$ cat src/hw/tmr_pkg.sv
package tmr_pkg;
  // Register byte offsets
  localparam logic [7:0]  RUN_CTRL_OFS   = 8'h00;  // Run control register
  localparam logic [7:0]  CLK_CFG_OFS    = 8'h04;  // Clock generator configuration
  localparam logic [7:0]  CAP_ZERO_OFS   = 8'h08;  // Capture value zero
  localparam logic [7:0]  CAP_ONE_OFS    = 8'h0C;  // Capture value one
  localparam logic [7:0]  PRE_STAT_OFS   = 8'h10;  // Prescaler count readback
  // Field positions
  localparam int          RUN_BIT_POS    = 0;      // Prescaler run bit
  localparam int          PRCK_LSB       = 0;      // Prescaler clock select [2:0]
  localparam int          GEAR_LSB       = 4;      // Gear code [6:4]
  localparam int          FPSEL_POS      = 8;      // Peripheral clock select
  // Reset values
  localparam logic [31:0] RUN_RST        = 32'h0000_0000;
  localparam logic [31:0] CFG_RST        = 32'h0000_0000;
  // Clock select codes
  localparam logic [2:0]  GEAR_FULL      = 3'h0;   // fc
  localparam logic [2:0]  GEAR_HALF      = 3'h4;   // fc/2
  localparam logic [2:0]  GEAR_QUARTER   = 3'h5;   // fc/4
  localparam logic [2:0]  PRCK_MAX       = 3'h5;   // fperiph/32
  localparam logic [2:0]  PRCK_FS        = 3'h7;   // Low-speed clock fs
  // Prescaler taps: divide by 2, 8 and 32
  localparam int          TAP_DIV2_BIT   = 0;
  localparam int          TAP_DIV8_BIT   = 2;
  localparam int          TAP_DIV32_BIT  = 4;
  // Clock configuration carried together
  typedef struct packed {
    logic       fpsel;  // 0 gear clock, 1 undivided clock
    logic [2:0] gear;   // Gear code
    logic [2:0] prck;   // Prescaler clock select
  } clk_cfg_t;
  // Tick bundle to the up-counter
  typedef struct packed {
    logic div2;
    logic div8;
    logic div32;
  } tap_t;
endpackage : tmr_pkg

$ cat src/hw/cap_store.sv
`timescale 1ns/1ps
// Two capture words with registered read port
module cap_store #(
  parameter int W = 16
) (
  input  wire logic         core_clk_i,
  input  wire logic         we0_i,       // Load word zero
  input  wire logic         we1_i,       // Load word one
  input  wire logic [W-1:0] wdata_i,     // Up-counter value
  input  wire logic         rsel_i,      // Read select
  output logic      [W-1:0] rdata_o      // Registered read data
);
  logic [W-1:0] mem_r [2];   // Contents undefined after reset
  logic [W-1:0] mem_nxt [2];
  logic [W-1:0] rd_nxt;
  // Next contents and read word
  always_comb begin
    mem_nxt[0] = we0_i ? wdata_i : mem_r[0];
    mem_nxt[1] = we1_i ? wdata_i : mem_r[1];
    rd_nxt     = mem_r[rsel_i];
  end
  // Storage, no reset
  always_ff @(posedge core_clk_i) begin
    mem_r[0] <= mem_nxt[0];
    mem_r[1] <= mem_nxt[1];
    rdata_o  <= rd_nxt;
  end
endmodule : cap_store

$ cat src/hw/timer_prescaler_and_capture.sv
// The register addresses and register access over APB were chosen for this implementation.
`timescale 1ns/1ps
// Operation
// RQ1: Captures read 16 bits, upper zero, read-only
// RQ2: Four-bit prescaler feeds up-counter source clock
// RQ3: Three-bit code selects periph divide or fs
// RQ4: One bit picks gear clock or fc
// RQ5: Gear code passes, halves or quarters fc
// RQ6: Run one counts; zero clears and stops
// RQ7: Taps give input divided 2, 8, 32
// RQ8: Every channel behaves identically
// RQ9: Capture contents undefined after reset; upper zero
// RQ10: Capture loads counter, holds until next event
module timer_prescaler_and_capture #(
  parameter int CW = 16   // Capture width
) (
  input  wire logic          core_clk_i,
  input  wire logic          rstn_i,
  input  wire logic          psel,
  input  wire logic          penable,
  input  wire logic          pwrite,
  input  wire logic [7:0]    paddr,
  input  wire logic [31:0]   pwdata,
  output logic      [31:0]   prdata,
  output logic               pready,
  output logic               pslverr,
  input  wire logic          fs_tick_i,   // Low-speed clock tick
  input  wire logic [CW-1:0] channel_up_counter_i,
  input  wire logic          cap0_evt_i,  // Capture event zero
  input  wire logic          cap1_evt_i,  // Capture event one
  output tmr_pkg::tap_t      taps_o       // One-cycle tick per tap
);
  // Software state
  logic                  run_r, run_nxt;         // prescaler_run_bit
  tmr_pkg::clk_cfg_t     cfg_r, cfg_nxt;         // clockgen_system_config
  // Clock chain state
  logic [1:0]            gear_cnt_r, gear_cnt_nxt;  // Gear divider phase
  logic [4:0]            per_cnt_r, per_cnt_nxt;    // Peripheral divide phase
  logic [3:0]            pre_r, pre_nxt;         // Prescaler counter
  logic                  wrap_r, wrap_nxt;       // Phase past the prescaler wrap
  logic [4:0]            ext_cnt;                // Prescaler with wrap phase on top
  tmr_pkg::tap_t         taps_nxt;               // Tick pulses before the register
  // Bus state
  logic [31:0]           prdata_nxt;             // Next read data register
  logic [31:0]           reg_word;               // Read value of a plain register
  logic                  pready_nxt;             // Answer after first access cycle
  logic                  pslverr_nxt;            // Refusal flag with the answer
  logic                  hit_cap0;               // Address hits capture zero
  logic                  hit_cap1;               // Address hits capture one
  logic                  rd_cap;                 // Address hits either capture
  logic [CW-1:0]         cap_rd;                 // Registered capture word
  // Clock chain ticks
  logic                  gear_tick;              // Gear clock tick
  logic                  periph_tick;            // Peripheral clock tick
  logic                  pre_in;                 // Prescaler input clock tick
  // Bus phases
  logic                  setup;                  // APB setup cycle
  logic                  access;                 // APB access cycle
  logic                  hit;                    // Address is mapped
  logic                  wr_ok;                  // Write completes this edge

  // Transfer phases
  assign setup  = psel && !penable;
  assign access = psel && penable;

  // Register writes and run control
  always_comb begin
    run_nxt = run_r;
    cfg_nxt = cfg_r;
    // Writes land at the edge that completes the transfer
    wr_ok   = access && pready && pwrite;
    // RQ6 run bit write
    if (wr_ok && paddr == tmr_pkg::RUN_CTRL_OFS) begin
      run_nxt = pwdata[tmr_pkg::RUN_BIT_POS];
    end
    // RQ3 RQ4 RQ5 clock selection write
    if (wr_ok && paddr == tmr_pkg::CLK_CFG_OFS) begin
      cfg_nxt.prck  = pwdata[tmr_pkg::PRCK_LSB+:3];
      cfg_nxt.gear  = pwdata[tmr_pkg::GEAR_LSB+:3];
      cfg_nxt.fpsel = pwdata[tmr_pkg::FPSEL_POS];
    end
  end

  // RQ8 shared per channel
  // Clock chain: gear, peripheral divide, prescaler
  // Dividers run free; only the prescaler obeys the run bit
  always_comb begin
    gear_cnt_nxt = gear_cnt_r + 2'h1;
    // RQ5 gear divide
    unique case (cfg_r.gear)
      tmr_pkg::GEAR_HALF:    gear_tick = gear_cnt_r[0];
      tmr_pkg::GEAR_QUARTER: gear_tick = &gear_cnt_r;
      default:               gear_tick = 1'b1;
    endcase
    // RQ4 peripheral source
    periph_tick = cfg_r.fpsel ? 1'b1 : gear_tick;
    per_cnt_nxt = periph_tick ? per_cnt_r + 5'h01 : per_cnt_r;
    // RQ3 prescaler input select
    if (cfg_r.prck == tmr_pkg::PRCK_FS) begin
      pre_in = fs_tick_i;
    end else if (cfg_r.prck > tmr_pkg::PRCK_MAX) begin
      pre_in = 1'b0;                     // Reserved code gives no clock
    end else if (cfg_r.prck == 3'h0) begin
      pre_in = periph_tick;
    end else begin
      pre_in = periph_tick && (&(per_cnt_r | ~((5'h01 << cfg_r.prck) - 5'h01)) == 1'b1)
               && ((per_cnt_r & ((5'h01 << cfg_r.prck) - 5'h01)) == ((5'h01 << cfg_r.prck) - 5'h01));
    end
    // RQ6 run clears and stops
    // RQ2 four-bit prescaler
    pre_nxt = !run_r ? 4'h0 : (pre_in ? pre_r + 4'h1 : pre_r);
    // RQ7 slowest tap counts every other wrap
    wrap_nxt = !run_r ? 1'b0 : ((pre_in && (&pre_r)) ? !wrap_r : wrap_r);
    ext_cnt  = {wrap_r, pre_r};
    // RQ7 taps on carry of bits 0, 2, 4
    taps_nxt.div2  = run_r && pre_in && (&ext_cnt[tmr_pkg::TAP_DIV2_BIT:0]);
    taps_nxt.div8  = run_r && pre_in && (&ext_cnt[tmr_pkg::TAP_DIV8_BIT:0]);
    taps_nxt.div32 = run_r && pre_in && (&ext_cnt[tmr_pkg::TAP_DIV32_BIT:0]);
  end

  // RQ10 capture store, RQ9 no reset on contents
  cap_store #(.W(CW)) u_cap (
    .core_clk_i (core_clk_i),
    .we0_i      (cap0_evt_i),
    .we1_i      (cap1_evt_i),
    .wdata_i    (channel_up_counter_i),
    .rsel_i     (hit_cap1),
    .rdata_o    (cap_rd)
  );

  // APB decode: one wait state, read data comes from a register
  always_comb begin
    hit_cap0    = paddr == tmr_pkg::CAP_ZERO_OFS;
    hit_cap1    = paddr == tmr_pkg::CAP_ONE_OFS;
    rd_cap      = hit_cap0 || hit_cap1;
    hit         = rd_cap || paddr == tmr_pkg::RUN_CTRL_OFS
                  || paddr == tmr_pkg::CLK_CFG_OFS || paddr == tmr_pkg::PRE_STAT_OFS;
    // Ready for one cycle, raised after the first access cycle
    pready_nxt  = access && !pready;
    // RQ1 read-only captures refuse writes
    pslverr_nxt = access && !pready && (!hit || (pwrite && (rd_cap
                  || paddr == tmr_pkg::PRE_STAT_OFS)));
    // Plain register read values
    unique case (paddr)
      tmr_pkg::RUN_CTRL_OFS: reg_word = {31'h0, run_r};
      tmr_pkg::CLK_CFG_OFS:  reg_word = {23'h0, cfg_r.fpsel, 1'h0, cfg_r.gear, 1'h0, cfg_r.prck};
      tmr_pkg::PRE_STAT_OFS: reg_word = {28'h0, pre_r};
      default:               reg_word = 32'h0;   // Captures and holes
    endcase
    // Read data held between transfers
    prdata_nxt  = prdata;
    if (access && !pready) begin
      // RQ1 upper half reads zero
      prdata_nxt = rd_cap ? 32'(cap_rd) : reg_word;
    end
  end

  // State registers, reset to idle
  always_ff @(posedge core_clk_i or negedge rstn_i) begin
    if (!rstn_i) begin
      run_r      <= tmr_pkg::RUN_RST[tmr_pkg::RUN_BIT_POS];
      cfg_r      <= '0;
      gear_cnt_r <= 2'h0;
      per_cnt_r  <= 5'h00;
      pre_r      <= 4'h0;
      wrap_r     <= 1'b0;
      taps_o     <= '0;
      pready     <= 1'b0;
      pslverr    <= 1'b0;
      prdata     <= 32'h0;
    end else begin
      run_r      <= run_nxt;
      cfg_r      <= cfg_nxt;
      gear_cnt_r <= gear_cnt_nxt;
      per_cnt_r  <= per_cnt_nxt;
      pre_r      <= pre_nxt;
      wrap_r     <= wrap_nxt;
      taps_o     <= taps_nxt;
      pready     <= pready_nxt;
      pslverr    <= pslverr_nxt;
      prdata     <= prdata_nxt;
    end
  end
endmodule : timer_prescaler_and_capture

$ cat config.mk
export PLATFORM = sky130hd
export DESIGN_NAME = timer_prescaler_and_capture
export DESIGN_NICKNAME = d
export VERILOG_FILES = /design/src/hw/tmr_pkg.sv /design/src/hw/cap_store.sv /design/src/hw/timer_prescaler_and_capture.sv
export SDC_FILE = /design/constraint.sdc
export NUM_CORES = 1
export LEC_CHECK = 0
export ABC_AREA = 1
export CAP_MARGIN = 15
export CORE_MARGIN = 5
export CORE_UTILIZATION = 35
export CTS_CLUSTER_SIZE = 12
export DETAILED_ROUTE_END_ITERATION = 8
export DONT_BUFFER_PORTS = 1
export GPL_ROUTABILITY_DRIVEN = 0
export HOLD_SLACK_MARGIN = 0.08
export PLACE_DENSITY = 0.49
export SLEW_MARGIN = 10
export SYNTH_ARGS = -nofsm -noshare
export SYNTH_HDL_FRONTEND = slang
export SYNTH_SLANG_ARGS = --single-unit
export TNS_END_PERCENT = 100
$ cat constraint.sdc
create_clock -name core_clk_i -period 3.2 [get_ports core_clk_i]
set_input_delay 0.32 -clock core_clk_i [delete_from_list [all_inputs] [get_ports core_clk_i]]
set_output_delay 0.32 -clock core_clk_i [all_outputs]
set_load 0.05 [all_outputs]
==> flow_summary.json <==
{
  "clk_path_buf_depth": 2,
  "dpl.hpwl_um": 4820,
  "instances_no_fill": 479,
  "arrival_ns": 2.08,
  "synthXorXnorAreaFrac": 0.0121,
  "power_density_mw_per_mm2": 545,
  "synth-compound-area-share": 0.0591,
  "min_period_ns": 1.83,
  "synth_cell_types": 35,
  "synthSimpleGateAreaFrac": 0.134,
  "grt_first_pass_wirelength_um": 11300,
  "critPathLaunch": "cfg_r[2]$_DFFE_PN0P_",
  "skew_ns": 0.00790,
  "synthAdderAreaFrac": 0.0173,
  "max_slew.worst_pin.slew_ns": 0.823,
  "cts_buffers": 9,
  "p_comb_frac": 0.080,
  "r2r-start": "cfg_r[2]$_DFFE_PN0P_",
  "clkPwrFrac": 0.327,
  "avgSynthCellArea_um2": 11.5,
  "htree_num_levels": 3,
  "fmax_mhz": 548,
  "worst-endpoint-required_ns": 3.45,
  "gr-total-overflow": 0,
  "groute.usage.overall": 0.116,
  "core-area_mm2": 0.0102,
  "ant_nets": 0,
  "die_area_mm2": 0.0125,
  "ys_ff_latch": 89,
  "diodes": 0,
  "p_leak_uw": 0.00176,
  "via_count": 2146,
  "clock_latency_ns": 0.36,
  "tritoncts": "built",
  "drtPass1Iterations": 4,
  "drive_gt1_frac": 0.140,
  "slowest_delay_ns": 0.42,
  "setup_ws_ns": 1.37,
  "drv_cap": 0,
  "place_inst": 443,
  "crit_slowest_cell": "dfrtp_1",
  "root_buffer": "clkbuf_8",
  "cp.buffers_inverters": 1,
  "synth_edf_count": 32,
  "drc_errors": 0,
  "drt-vias-per-instance": 4.48,
  "io_pins": 101,
  "rsz0062_at_grt": "no",
  "wl_per_cell_um": 14.4,
  "setup_viol": 0,
  "synthFlopType": "dfrtp_1",
  "crit_end": "wrap_r$_DFFE_PN0P_",
  "fin_nets": 407,
  "drtIter0Drc": 81,
  "p_switching_uw": 588,
  "synthMuxAreaShare": 0.0663,
  "post_cts_buffers": 0,
  "seqPwrFrac": 0.592,
  "reg2reg_depth": 12,
  "report.final.slew_viol_count": 0,
  "r2r_end": "wrap_r$_DFFE_PN0P_",
  "placementRows": 37,
  "start_kind": "register",
  "initial_core_util": 0.356,
  "async_reset_ff_frac": 0.461,
  "min-delay-path-class": "input pin to register",
  "sw_frac_of_total": 0.263,
  "end_kind": "register",
  "synth_cells": 314,
  "max_slew_margin": 0.449,
  "worstPathMaxFanout": 8,
  "tns_ns": 0,
  "clkSinkCount": 89,
  "netlist_area_mm2": 0.00362,
  "finalCritPeriodShare": 0.570,
  "syn2layout_area_growth_pct": 13.1,
  "vdd_drop_max_v": 0.000390,
  "hold_viol_final": 0,
  "antenna_found_initial": 0,
  "clk_pin_slew_ns": 0.09,
  "portBuffers": 0,
  "p_int_uw": 1640,
  "critPathTopFamily": "simple AND/OR/NAND/NOR gates",
  "worst-path-stages": 12,
  "synth-seq-area-share": 0.637,
  "grt_pass1_vias": 2185,
  "ctsHoldBuffers": 20,
  "outcome": "finished, final reports clean",
  "wl_um": 6920,
  "place_ws_ns": 1.36,
  "grt_max_degree": 42,
  "crit_path_cell_trace": "inv_1 -> nand2_1 -> ha_1 -> nor2_1 -> nor2_1 -> nand3_1 -> nand2_1 -> nand2_2 -> nand2_2 -> nand2_2 -> nand3_1 -> nand2_1",
  "chipWidth_um": 112,
  "cts_resized": 0,
  "yosysWarnings": 0,
  "die_h_um": 112,
  "synth_top_family_by_area": "simple AND/OR/NAND/NOR gates",
  "reg2reg_slack_ns": 1.37,
  "criticalPathCategory": "register to register"
}
-- how the worst min path moves through the flow --
stage              start              endpoint  depth (start not counted)
2_1_floorplan     rstn_i  cfg_r[0]$_DFFE_PN0P_                          0
3_3_place_gp      rstn_i   taps_o[0]$_DFF_PN0_                          0
3_5_place_dp      rstn_i   taps_o[0]$_DFF_PN0_                          0
4_1_cts        pwdata[5]  cfg_r[4]$_DFFE_PN0P_                          1
5_1_grt        pwdata[8]  cfg_r[6]$_DFFE_PN0P_                          1
6_report       pwdata[8]  cfg_r[6]$_DFFE_PN0P_                          1
-- power by group through the flow --
stage	registers, uW	clock network (uW)	logic [uW]
floorplan	1330	0	140
global placement	1350	0	135
detailed placement	1350	0	139
CTS	1320	762	183
global route	1330	812	203
finish	1320	730	179
-- state kept, by name, indices dropped and copies added (netlist names) --
signal         cells
prdata            16
taps_o             3
run_r              1
pslverr            1
per_cnt_r          5
pre_r              4
u_cap.rdata_o     16
cfg_r              7
gear_cnt_r         2
wrap_r             1
u_cap.mem_r       32
pready             1
-- synthesized netlist by cell type, types with 2 or more instances --
library cell  number  area share
a21oi_1           14       0.019
buf_2              3      0.0041
buf_4             16       0.033
clkbuf_1           2      0.0021
dfrtp_1           41        0.28
dfxtp_1           16       0.088
edfxtp_1          32        0.27
ha_1               5       0.017
inv_1             27       0.028
mux2_2             8       0.025
mux2_4            10       0.041
nand2_1           53       0.055
nand2_2            4      0.0069
nand3_1           14       0.019
nand4_1            5      0.0086
nor2_1            20       0.021
nor3_2             3      0.0083
o21ai_0           16       0.022
o21ai_1            3      0.0041
o22ai_1            3      0.0052
o31ai_1            2      0.0041
xnor2_1            3      0.0073
xor2_1             2      0.0048
-- through the flow --
step | hold slack, ns | total power [uW] | instance area, um^2 | util
5_1_grt | 0.0915 | 2350 | 4090 | 0.402
3_3_place_gp | 0.0257 | 1480 | 3700 | 0.363
3_5_place_dp | 0.0256 | 1490 | 3700 | 0.363
2_1_floorplan | 0.0244 | 1470 | 3680 | -
6_report | 0.104 | 2230 | 4090 | 0.402
4_1_cts | 0.0845 | 2270 | 4090 | 0.402
-- placed cells by master, fill, tap and decap left out, drive strengths merged, types with 2 or more instances in the layout --
master	instances
nand2	57
dfrtp	41
edfxtp	32
inv	31
nor2	22
dlygate4sd3	19
o21ai	19
mux2	18
conb	16
dfxtp	16
nand3	16
a21oi	14
clkbuf	10
nand4	5
ha	5
nor3	4
o22ai	3
xnor2	3
o31ai	2
xor2	2
clkinvlp	2
buf	2
-- per-layer routing --
metal  track usage  share of wire  wire [um]
met5             0              0          0
met4        0.0527          0.022        154
met3        0.0413          0.073        507
met2         0.182           0.47       3280
met1         0.143           0.43       2980
-- cells by family (layout without fill, tap and decap cells) --
family	after synthesis	after routing
simple gates	105	105
flops	89	89
xor+xnor	5	5
buf+inv	51	65
compound gates	40	40
fa+ha+maj	5	5
other cells	1	16
mux	18	18
-- layout make-up --
class	instances	area (um^2)
Clock inverter	6	48.8
Inverter	28	105
Multi-Input combinational cell	189	1110
Clock buffer	10	138
Sequential cell	89	2310
Fill cell	1003	6090
Tap cell	136	170
Timing Repair Buffer	21	218
No activity file was read; power rests on OpenSTA's default activity.
